File: config.mk
export PLATFORM = sky130hd
export DESIGN_NAME = rodpu_top
export DESIGN_NICKNAME = d
export VERILOG_FILES = /design/src/inc/rodpu_pkg.sv /design/src/hw/rodpu_region_dec.sv /design/src/hw/rodpu_top.sv
export SDC_FILE = /design/constraint.sdc
export NUM_CORES = 1
export LEC_CHECK = 0
export ABC_AREA = 1
export BUFFER_PORTS_ARGS = -buffer_cell sky130_fd_sc_hd__buf_2
export CORE_MARGIN = 2
export CORE_UTILIZATION = 47
export DETAILED_ROUTE_END_ITERATION = 8
export PLACE_DENSITY_LB_ADDON = 0.05
export SETUP_SLACK_MARGIN = 0.05
export SLEW_MARGIN = 5
export SYNTH_ARGS = -nofsm -noshare
export SYNTH_HDL_FRONTEND = slang
export SYNTH_SLANG_ARGS = --single-unit
File: constraint.sdc
create_clock -name core_clk -period 10.4 [get_ports core_clk]
set_clock_uncertainty 0.2 [all_clocks]
set_input_delay 1.04 -clock core_clk [delete_from_list [all_inputs] [get_ports core_clk]]
set_output_delay 1.04 -clock core_clk [all_outputs]
set_load 0.05 [all_outputs]
File: src/inc/rodpu_pkg.sv
// shared constants and types of the rom/otp data patch unit
package rodpu_pkg;

	// -----------------------------------------------------------------
	// address map
	// -----------------------------------------------------------------
	localparam logic [31:0] LOW_LO  = 32'h00000000;
	localparam logic [31:0] LOW_HI  = 32'h0001FFFF;
	localparam logic [31:0] ROM_LO  = 32'h07F00000;
	localparam logic [31:0] ROM_HI  = 32'h07F1FFFF;
	localparam logic [31:0] OTP_LO  = 32'h07F80000;
	localparam logic [31:0] OTP_HI  = 32'h07F8FFFF;
	localparam logic [31:0] RAM_LO  = 32'h07FC0000;
	localparam logic [31:0] RAM_HI  = 32'h07FD7FFF;
	localparam logic [31:0] PREG_LO = 32'h40080000;
	localparam logic [31:0] PREG_HI = 32'h400803FF;

	// -----------------------------------------------------------------
	// register window
	// -----------------------------------------------------------------
	localparam int unsigned N_ENT   = 2;
	localparam int unsigned AW      = 10;
	localparam logic [9:0]  OFS_MATCH0 = 10'h000;
	localparam logic [9:0]  OFS_WORD0  = 10'h004;
	localparam logic [9:0]  OFS_ENT_STEP = 10'h008;
	localparam logic [9:0]  OFS_VALID  = 10'h010;
	localparam logic [9:0]  OFS_REMAP  = 10'h014;
	localparam logic [9:0]  OFS_STATUS = 10'h018;
	localparam logic [31:0] MATCH_RST  = 32'h00000000;
	localparam logic [31:0] WORD_RST   = 32'h00000000;
	localparam logic [1:0]  VALID_RST  = 2'h0;
	localparam logic [1:0]  REMAP_RST  = 2'h0;
	localparam logic [1:0]  REMAP_ROM  = 2'h0;
	localparam logic [1:0]  REMAP_OTP  = 2'h1;
	localparam logic [1:0]  RESP_OKAY  = 2'h0;
	localparam logic [1:0]  RESP_SLVERR = 2'h2;
	localparam int unsigned TRANS_ACT_BIT = 1;

	// -----------------------------------------------------------------
	// types
	// -----------------------------------------------------------------
	typedef enum logic [2:0] {
		RG_NONE, RG_ROM, RG_OTP, RG_RAM, RG_PREG
	} rodpu_region_t;

	typedef struct packed {
		logic [31:0] haddr;
		logic [1:0]  htrans;
		logic        hwrite;
		logic        hready;
		logic        dma;
	} rodpu_ahb_ap_t;

	typedef struct packed {
		logic [AW-1:0] awaddr;
		logic          awvalid;
		logic [31:0]   wdata;
		logic [3:0]    wstrb;
		logic          wvalid;
		logic          bready;
		logic [AW-1:0] araddr;
		logic          arvalid;
		logic          rready;
	} rodpu_axil_req_t;

	typedef struct packed {
		logic        awready;
		logic        wready;
		logic [1:0]  bresp;
		logic        bvalid;
		logic        arready;
		logic [31:0] rdata;
		logic [1:0]  rresp;
		logic        rvalid;
	} rodpu_axil_rsp_t;

endpackage

File: src/hw/rodpu_region_dec.sv
// address-phase region decoder with low-window remap
`timescale 1ns/100ps
module rodpu_region_dec (
	input  wire logic [31:0]           addr,
	input  wire logic [1:0]            remap,
	output rodpu_pkg::rodpu_region_t   region
);

	always_comb
	begin
		region = rodpu_pkg::RG_NONE;
		if (addr <= rodpu_pkg::LOW_HI)
		begin
			// alias window follows the remap field
			unique case (remap)
				rodpu_pkg::REMAP_ROM: region = rodpu_pkg::RG_ROM;
				rodpu_pkg::REMAP_OTP: region = rodpu_pkg::RG_OTP;
				default:              region = rodpu_pkg::RG_RAM;
			endcase
		end
		else if (addr >= rodpu_pkg::ROM_LO && addr <= rodpu_pkg::ROM_HI)
			region = rodpu_pkg::RG_ROM;
		else if (addr >= rodpu_pkg::OTP_LO && addr <= rodpu_pkg::OTP_HI)
			region = rodpu_pkg::RG_OTP;
		else if (addr >= rodpu_pkg::RAM_LO && addr <= rodpu_pkg::RAM_HI)
			region = rodpu_pkg::RG_RAM;
		else if (addr >= rodpu_pkg::PREG_LO && addr <= rodpu_pkg::PREG_HI)
			region = rodpu_pkg::RG_PREG;
	end

endmodule // rodpu_region_dec

File: src/hw/rodpu_top.sv
// data patch unit: register file, address match and read data swap
//
// Added by the designer: the AXI4-Lite register port and the register addresses.
`timescale 1ns/100ps

// Contract
// - every cpu transfer address is compared with each entry's match address.
// - enabled matching entry returns its replacement word instead of memory.
// - when both entries match, entry 1 wins.
// - only rom and otp reads are substituted; others pass unchanged.
// - 0x07F00000..0x07F1FFFF is patchable rom.
// - 0x07F80000..0x07F8FFFF is patchable otp.
// - low window at 0x00000000 targets rom, otp or ram per remap field.
// - 0x40080000..0x400803FF is routed to the patch registers.
// - one enable bit per entry; a clear bit never substitutes.
// - two entries, each a 32-bit match address and 32-bit word.
// - only cpu transfers are patched; dma reads see original data.
module rodpu_top (
	input  wire logic                        core_clk,
	input  wire logic                        rst,
	input  wire rodpu_pkg::rodpu_axil_req_t  axi_req,
	output rodpu_pkg::rodpu_axil_rsp_t       axi_rsp,
	input  wire rodpu_pkg::rodpu_ahb_ap_t    ahb_ap,
	input  wire logic [31:0]                 mem_rdata,
	output logic [31:0]                      cpu_rdata,
	output rodpu_pkg::rodpu_region_t         dp_region,
	output logic [1:0]                       dp_hit
);

	typedef struct packed {
		logic [1:0][31:0]        match;
		logic [1:0][31:0]        word;
		logic [1:0]              valid;
		logic [1:0]              remap;
		logic                    aw_ok;
		logic                    w_ok;
		logic [9:0]              awaddr;
		logic [31:0]             wdata;
		logic [3:0]              wstrb;
		rodpu_pkg::rodpu_axil_rsp_t rsp;
		logic                    dp_sel;
		logic [31:0]             dp_word;
		rodpu_pkg::rodpu_region_t region;
		logic [1:0]              hit;
		logic [1:0]              last_hit;
	} rodpu_state_t;

	localparam rodpu_state_t ST_RST = '{
		match:    {rodpu_pkg::MATCH_RST, rodpu_pkg::MATCH_RST},
		word:     {rodpu_pkg::WORD_RST, rodpu_pkg::WORD_RST},
		valid:    rodpu_pkg::VALID_RST,
		remap:    rodpu_pkg::REMAP_RST,
		aw_ok:    1'b0,
		w_ok:     1'b0,
		awaddr:   10'h000,
		wdata:    32'h00000000,
		wstrb:    4'h0,
		rsp:      '{awready: 1'b1, wready: 1'b1, bresp: 2'h0,
		            bvalid: 1'b0, arready: 1'b1, rdata: 32'h00000000,
		            rresp: 2'h0, rvalid: 1'b0},
		dp_sel:   1'b0,
		dp_word:  32'h00000000,
		region:   rodpu_pkg::RG_NONE,
		hit:      2'h0,
		last_hit: 2'h0
	};

	rodpu_state_t             s_q;
	rodpu_state_t             s_d;
	rodpu_pkg::rodpu_region_t ap_region;
	logic [1:0]               ap_hit;
	logic                     ap_take;
	logic                     ap_elig;

	// -----------------------------------------------------------------
	// address phase
	// -----------------------------------------------------------------
	rodpu_region_dec u_dec (
		.addr   (ahb_ap.haddr),
		.remap  (s_q.remap),
		.region (ap_region)
	);

	for (genvar i = 0; i < rodpu_pkg::N_ENT; i++)
	begin : g_cmp
		// word compare gated by the entry enable
		assign ap_hit[i] = s_q.valid[i]
			&& (s_q.match[i][31:2] == ahb_ap.haddr[31:2]);
	end

	assign ap_take = ahb_ap.hready && ahb_ap.htrans[rodpu_pkg::TRANS_ACT_BIT];
	// cpu rom/otp reads only
	assign ap_elig = !ahb_ap.hwrite && !ahb_ap.dma
		&& (ap_region == rodpu_pkg::RG_ROM || ap_region == rodpu_pkg::RG_OTP);

	function automatic logic [31:0] merge(input logic [31:0] old_v,
		input logic [31:0] new_v, input logic [3:0] strb);
		logic [31:0] r;
		r = old_v;
		for (int b = 0; b < 4; b++)
			if (strb[b])
				r[8*b +: 8] = new_v[8*b +: 8];
		return r;
	endfunction

	// -----------------------------------------------------------------
	// next state
	// -----------------------------------------------------------------
	always_comb
	begin
		logic        wr_hit;
		logic        rd_hit;
		logic [9:0]  ofs;
		s_d = s_q;
		wr_hit = 1'b0;
		rd_hit = 1'b0;
		ofs = 10'h000;

		// register write: address and data in either order
		if (s_q.rsp.awready && axi_req.awvalid)
		begin
			s_d.awaddr = axi_req.awaddr;
			s_d.aw_ok = 1'b1;
		end
		if (s_q.rsp.wready && axi_req.wvalid)
		begin
			s_d.wdata = axi_req.wdata;
			s_d.wstrb = axi_req.wstrb;
			s_d.w_ok = 1'b1;
		end
		if (s_q.rsp.bvalid && axi_req.bready)
			s_d.rsp.bvalid = 1'b0;
		if (s_q.aw_ok && s_q.w_ok && !s_q.rsp.bvalid)
		begin
			for (int i = 0; i < rodpu_pkg::N_ENT; i++)
			begin
				ofs = rodpu_pkg::OFS_MATCH0 + 10'(i) * rodpu_pkg::OFS_ENT_STEP;
				if (s_q.awaddr[9:2] == ofs[9:2])
				begin
					s_d.match[i] = merge(s_q.match[i], s_q.wdata, s_q.wstrb);
					wr_hit = 1'b1;
				end
				ofs = rodpu_pkg::OFS_WORD0 + 10'(i) * rodpu_pkg::OFS_ENT_STEP;
				if (s_q.awaddr[9:2] == ofs[9:2])
				begin
					s_d.word[i] = merge(s_q.word[i], s_q.wdata, s_q.wstrb);
					wr_hit = 1'b1;
				end
			end
			if (s_q.awaddr[9:2] == rodpu_pkg::OFS_VALID[9:2])
			begin
				if (s_q.wstrb[0])
					s_d.valid = s_q.wdata[1:0];
				wr_hit = 1'b1;
			end
			if (s_q.awaddr[9:2] == rodpu_pkg::OFS_REMAP[9:2])
			begin
				if (s_q.wstrb[0])
					s_d.remap = s_q.wdata[1:0];
				wr_hit = 1'b1;
			end
			if (s_q.awaddr[9:2] == rodpu_pkg::OFS_STATUS[9:2])
				wr_hit = 1'b1;
			s_d.rsp.bresp = wr_hit ? rodpu_pkg::RESP_OKAY
				: rodpu_pkg::RESP_SLVERR;
			s_d.rsp.bvalid = 1'b1;
			s_d.aw_ok = 1'b0;
			s_d.w_ok = 1'b0;
		end
		s_d.rsp.awready = !s_d.aw_ok;
		s_d.rsp.wready = !s_d.w_ok;

		// register read
		if (s_q.rsp.rvalid && axi_req.rready)
			s_d.rsp.rvalid = 1'b0;
		if (s_q.rsp.arready && axi_req.arvalid)
		begin
			s_d.rsp.rdata = 32'h00000000;
			for (int i = 0; i < rodpu_pkg::N_ENT; i++)
			begin
				ofs = rodpu_pkg::OFS_MATCH0 + 10'(i) * rodpu_pkg::OFS_ENT_STEP;
				if (axi_req.araddr[9:2] == ofs[9:2])
				begin
					s_d.rsp.rdata = s_q.match[i];
					rd_hit = 1'b1;
				end
				ofs = rodpu_pkg::OFS_WORD0 + 10'(i) * rodpu_pkg::OFS_ENT_STEP;
				if (axi_req.araddr[9:2] == ofs[9:2])
				begin
					s_d.rsp.rdata = s_q.word[i];
					rd_hit = 1'b1;
				end
			end
			if (axi_req.araddr[9:2] == rodpu_pkg::OFS_VALID[9:2])
			begin
				s_d.rsp.rdata[1:0] = s_q.valid;
				rd_hit = 1'b1;
			end
			if (axi_req.araddr[9:2] == rodpu_pkg::OFS_REMAP[9:2])
			begin
				s_d.rsp.rdata[1:0] = s_q.remap;
				rd_hit = 1'b1;
			end
			if (axi_req.araddr[9:2] == rodpu_pkg::OFS_STATUS[9:2])
			begin
				s_d.rsp.rdata[1:0] = s_q.last_hit;
				rd_hit = 1'b1;
			end
			s_d.rsp.rresp = rd_hit ? rodpu_pkg::RESP_OKAY
				: rodpu_pkg::RESP_SLVERR;
			s_d.rsp.rvalid = 1'b1;
		end
		s_d.rsp.arready = !s_d.rsp.rvalid;

		// data phase select, held while the bus is stalled
		if (ahb_ap.hready)
		begin
			s_d.dp_sel = 1'b0;
			s_d.hit = 2'h0;
			s_d.region = ap_take ? ap_region : rodpu_pkg::RG_NONE;
			if (ap_take && ap_elig && ap_hit != 2'h0)
			begin
				s_d.dp_sel = 1'b1;
				// higher entry wins
				s_d.hit = ap_hit[1] ? 2'h2 : 2'h1;
				s_d.dp_word = ap_hit[1] ? s_q.word[1] : s_q.word[0];
				s_d.last_hit = s_d.hit;
			end
		end
	end

	always_ff @(posedge core_clk or posedge rst)
	begin
		if (rst)
			s_q <= ST_RST;
		else
			s_q <= s_d;
	end

	assign axi_rsp = s_q.rsp;
	assign dp_region = s_q.region;
	assign dp_hit = s_q.hit;
	// zero-wait swap on the data phase bus
	assign cpu_rdata = s_q.dp_sel ? s_q.dp_word : mem_rdata;
endmodule // rodpu_top

After elaboration in Yosys (flattened, before gate mapping)

Index checks and enable logic that the tools add are counted.
Widths: inputs -> output; s select.

Magnitude comparators: 9
Equality and inequality tests: 17
Muxes and demuxes: 44
Reduce and logical (&&, ||, !) cells: 49

Operator list:

| cell                 | count |
|---|---|
| $mux 32              | 6 |
| $ge 32x27->1 const B | 3 |
| $le 32x27->1 const B | 3 |
| $eq 30x30->1         | 2 |
| $reduce_and 3->1     | 18 |
| $eq 8x3->1 const B   | 6 |
| $mux 33              | 1 |
| $eq 8x2->1 const B   | 4 |
| $ge 32x31->1 const B | 1 |
| $le 32x17->1 const B | 1 |
| $le 32x31->1 const B | 1 |
| $mux 1               | 22 |
| $logic_and 1x1->1    | 18 |
| $mux 3               | 6 |
| $eq 8x1->1 const B   | 2 |
| $logic_not 8->1      | 2 |
| $mux 2               | 7 |
| $logic_not 1->1      | 6 |
| $mux 4               | 1 |
| $pmux 2 s2           | 1 |
| $reduce_bool 2->1    | 2 |
| $eq 3x1->1 const B   | 1 |
| $eq 3x2->1 const B   | 1 |
| $eq 2x1->1 const B   | 1 |
| other kinds (3)      | 3 |

Bits in registers: 261
Input port bits: 132
Output and inout bits: 78
Logic and storage cells: 155

Longest topological paths before layout

Depth in word-level cells: 13
Depth in mapped cells: 16
Mapped depth without buffers: 16

Modules after synthesis

A second synthesis with hierarchy kept.

Cells, all modules: 1686
Area, all modules: 12990.0 µm²

Modules (own cells, without submodules):

| module           | instances | cells each | area an instance (µm²) | sequential area each (µm²) |
|---|---|---|---|---|
| rodpu_top        | 1         | 1620       | 12654.6                | 6434.9 |
| rodpu_region_dec | 1         | 66         | 335.3                  | 0.0 |

Least setup slack after synthesis

Ideal clock, no wire load.

Path kind: input to output
From: input mem_rdata[0]
To: output cpu_rdata[0]
Data arrival time: 1426 ps
Required time: 9160 ps
Slack: 7734 ps
Cell stages on the path: 2
Path buffers: 0
Path through: nand2_1 nand2_1

Longest elaborated chain between the ends: 1

RTL lines:

| item               | RTL line         | source |
|---|---|---|
| start: declaration | rodpu_top.sv:24  | `input wire logic [31:0] mem_rdata,` |
| $mux 32            | rodpu_top.sv:244 | `assign cpu_rdata = s_q.dp_sel ? s_q.dp_word : mem_rdata;` |
| end: declaration   | rodpu_top.sv:25  | `output logic [31:0] cpu_rdata,` |

Every way passes these cells.

Worst setup path in the final report

From: input ahb_ap[27] (netlist bit)
To: register s_q[12] (netlist bit)

Longest elaborated chain between the ends: 13
Elaborated cells on any way between the ends: 31
Classes of those cells: 9 x order compare; 4 x eq/ne; 6 x mux; 12 x reduce/logical

RTL lines:

| item                                                | RTL line               | source |
|---|---|---|
| start: declaration                                  | rodpu_top.sv:23        | `input wire rodpu_pkg::rodpu_ahb_ap_t ahb_ap,` |
| $ge 32x31->1 / $le 32x31->1 (equally long branches) | rodpu_region_dec.sv:27 | `else if (addr >= rodpu_pkg::PREG_LO && addr <= rodpu_pkg::PREG_HI)` |
| $logic_and 1x1->1                                   | rodpu_region_dec.sv:27 |  |
| $mux 3                                              | rodpu_region_dec.sv:27 |  |
| $mux 3                                              | rodpu_region_dec.sv:25 | `else if (addr >= rodpu_pkg::RAM_LO && addr <= rodpu_pkg::RAM_HI)` |
| $mux 3                                              | rodpu_region_dec.sv:23 | `else if (addr >= rodpu_pkg::OTP_LO && addr <= rodpu_pkg::OTP_HI)` |
| $mux 3                                              | rodpu_region_dec.sv:21 | `else if (addr >= rodpu_pkg::ROM_LO && addr <= rodpu_pkg::ROM_HI)` |
| $mux 3                                              | rodpu_region_dec.sv:12 | `if (addr <= rodpu_pkg::LOW_HI)` |
| $eq 3x1->1 / $eq 3x2->1 (equally long branches)     | rodpu_top.sv:94        | `&& (ap_region == rodpu_pkg::RG_ROM \|\| ap_region == rodpu_pkg::RG_OTP);` |
| $logic_or 1x1->1                                    | rodpu_top.sv:94        |  |
| $logic_and 1x1->1                                   | rodpu_top.sv:94        |  |
| $logic_and 1x1->1 (2 in a row)                      | rodpu_top.sv:221       | `if (ap_take && ap_elig && ap_hit != 2'h0)` |
| $reduce_and 2->1 (no line)                          | --                     |  |
| end signal: assignment                              | rodpu_top.sv:235       | `s_q <= ST_RST;` |
| end signal: assignment                              | rodpu_top.sv:237       | `s_q <= s_d;` |
| end: declaration                                    | rodpu_top.sv:68        | `rodpu_state_t s_q;` |

Several ways; a longest one is shown, not always the timed one.
A chain may end at the register's enable or synchronous reset.

==> metrics.cfg <==
[clocking]
cts_num_sinks=257
clk-insertion-delay-late_ns=0.55
clk_pin_slew_ns=0.06
cts_resized=0
numCtsBuffers=28
post_cts_buffers=0
htreeDepth=1
cts-root-buf=clkbuf_16
clockBufferDepth=3
cts_tree=built
holdBufCountCts=0

[sta]
min_period_over_period=0.359
setup_viol=0
fmax_mhz=268
hold_viol=0
rsz0062_at_grt=false
hold_slack_ns=0.224
worstMarginPinSlew_ns=1.02
relSlewSlack=0.318
fin_tns_setup_ns=0
layout_min_cycle_time_ns=3.74
slew_violations=0

[die]
rows=61
io_pins=210
core-area_um2=27900
initial_utilization=0.478
dieArea_um2=29700
die-width_um=172
die_h_um=172

[routing]
drcViolationCount=0
drtPass1Iterations=5
viasPerCell=5.28
vias=12200
ant_nets=0
wl_um=44900
wl_per_cell_um=19.4
drt_iter0_markers=1213

[placed_design]
gp_congestion=0.982
io_buffers=202
dp_cells=2259
placed_area_um2=14300
post-dp-hpwl_um=34300

[grt]
grt_util_all_layers=0.305
grt_max_degree=131
antenna_found_initial=2
grt_pass1_vias=11200
grt_pass1_wl_um=66800
grt_overflow=0

[min_path]
hp-class=reg -> reg

[pwr]
power.switching_w=0.00122
internal-power_w=0.00205
sw_frac_of_total=0.374
combPwrFrac=0.267
vdd_drop_max_mv=0.180
p_clk_frac=0.308
power.static_leakage_nw=7.48
p_seq_frac=0.425
power_density_nw_per_um2=216

[logic_synthesis]
synth_edf_count=0
syn_inst=1779
yosysSeqAreaShare=0.483
synth-async-reset-ratio=1.00
synth_top_area_share=0.477
synth_area_leaders=dfrtp_1, nand2_1, o21ai_0
synth_most_common_cell=nand2_1
synthTopCellsByCount=nand2_1, dfrtp_1, o21ai_0
synth.avg_cell_area_um2=7.49
yosys.area.top_type=dfrtp_1
post_synth_num_cell_types=42
synth.cell_area_um2=13300
yosysWarningCount=0
synth_flop_cell=dfrtp_1
ys_seq_elements=257

[cells_and_area]
nets=2043
area_growth_pct=14.0
layout-drive-gt1-share=0.148
layout.cells.non_filler=2312
final_cell_area_um2=15200

[worst_setup_path]
path_max_fanout=33
critical_path_arrival_ns=4.02
cp-start-kind=input port
cp_cell_sequence=buf_2 -> xnor2_1 -> nand3_1 -> nor2_1 -> nand2_1 -> nor2_1 -> nand2_1 -> buf_4 -> o21ai_0 -> nand4_1 -> nand2_1
path_common_cell=nand2_1
cpPeakStageDelay_ns=0.66
required_ns=10.69
slowest_stage=o21ai_0
crit_type=in -> reg
cp-end-kind=flip-flop

[run]
maxCapViolCount=0

[run_status]
outcome=completed

[critical path: cells and delay by family]
kind	cells	cell delay, ns
and+or+nand+nor	7	1.23
AOI/OAI and AO/OA	1	0.66
xor gates and xnor gates	1	0.43
buffers and inverters	2	0.64
[power by group through the flow]
stage	clock, W	sequential (W)	combinational [W]
after floorplan	0	0.00135	0.000637
after global routing	0.00106	0.00142	0.000974
after detailed placement	0	0.00140	0.000864
after CTS	0.00102	0.00139	0.000869
final	0.00101	0.00139	0.000875
after global placement	0	0.00140	0.000851
[layer usage]
metal	global-route usage	up-vias	wire length [µm]
met5	0	-	12
met4	0.0851	2	1170
met3	0.0680	60	3930
met2	0.466	467	19300
met1	0.436	5728	20500
li1	-	5961	-
[per-stage QoR]
| stage | util | total power [W] | setup slack, ns |
|---|---|---|---|
| 4_1_cts | 0.545 | 0.00328 | 6.82 |
| 3_5_place_dp | 0.512 | 0.00227 | 6.27 |
| 6_report | 0.545 | 0.00328 | 6.66 |
| 2_1_floorplan | - | 0.00198 | 2.09 |
| 5_1_grt | 0.545 | 0.00346 | 6.53 |
| 3_3_place_gp | 0.512 | 0.00225 | 6.30 |
[flip-flops by register name, summed over array words and instances, names as in the netlist]
| name | count |
|---|---|
| axi_rsp | 39 |
| dp_hit | 2 |
| dp_region | 3 |
| s_q | 213 |
[cells by family after synthesis]
family,share of synthesized area
other cells,0.000281
compound gates,0.131
buf+inv,0.102
flops,0.483
xor+xnor,0.00657
simple gates,0.278
[final cells by class]
type,instances,area [µm²]
tap,378,473
fill,2764,12700
antenna,1,2.50
inverter,191,724
clock inverter,11,120
clock buffer,41,820
timing repair buffer,211,1080
sequential,257,6430
multi-input combinational,1222,5540
[final timing paths]
path | depth (start not counted) | to | from | slack [ns]
min in group asynchronous | 2 | s_q[94] | rst | 0.47
max in group asynchronous | 3 | s_q[235] | rst | 7.86
max | 11 | s_q[12] | ahb_ap[27] | 6.66
max reg2reg | 10 | s_q[12] | s_q[245] | 6.86
min | 1 | axi_rsp[35] | axi_rsp[0] | 0.22
min reg2reg | 1 | axi_rsp[35] | axi_rsp[0] | 0.22
[cells in the final DEF, fill, tap and decap left out, types with 5 or more instances in the layout]
master / netlist / final
nand2_1: 658 / 658
dfrtp_1: 254 / 254
o21ai_0: 246 / 246
buf_2: 22 / 202
inv_1: 182 / 181
nor2_1: 115 / 115
nand4_1: 69 / 69
clkbuf_16: 0 / 28
nand3_1: 25 / 25
o221ai_1: 11 / 11
o22a_1: 11 / 11
buf_4: 46 / 9
a211oi_1: 8 / 8
a21oi_1: 8 / 8
inv_2: 8 / 8
o32a_1: 7 / 7
xnor2_1: 7 / 7
clkbuf_8: 0 / 7
clkinv_2: 0 / 7
a31oi_1: 6 / 6
clkbuf_1: 39 / 6
nor2_2: 5 / 5
nor3_1: 5 / 5
Power figures use the tool's default switching activity.
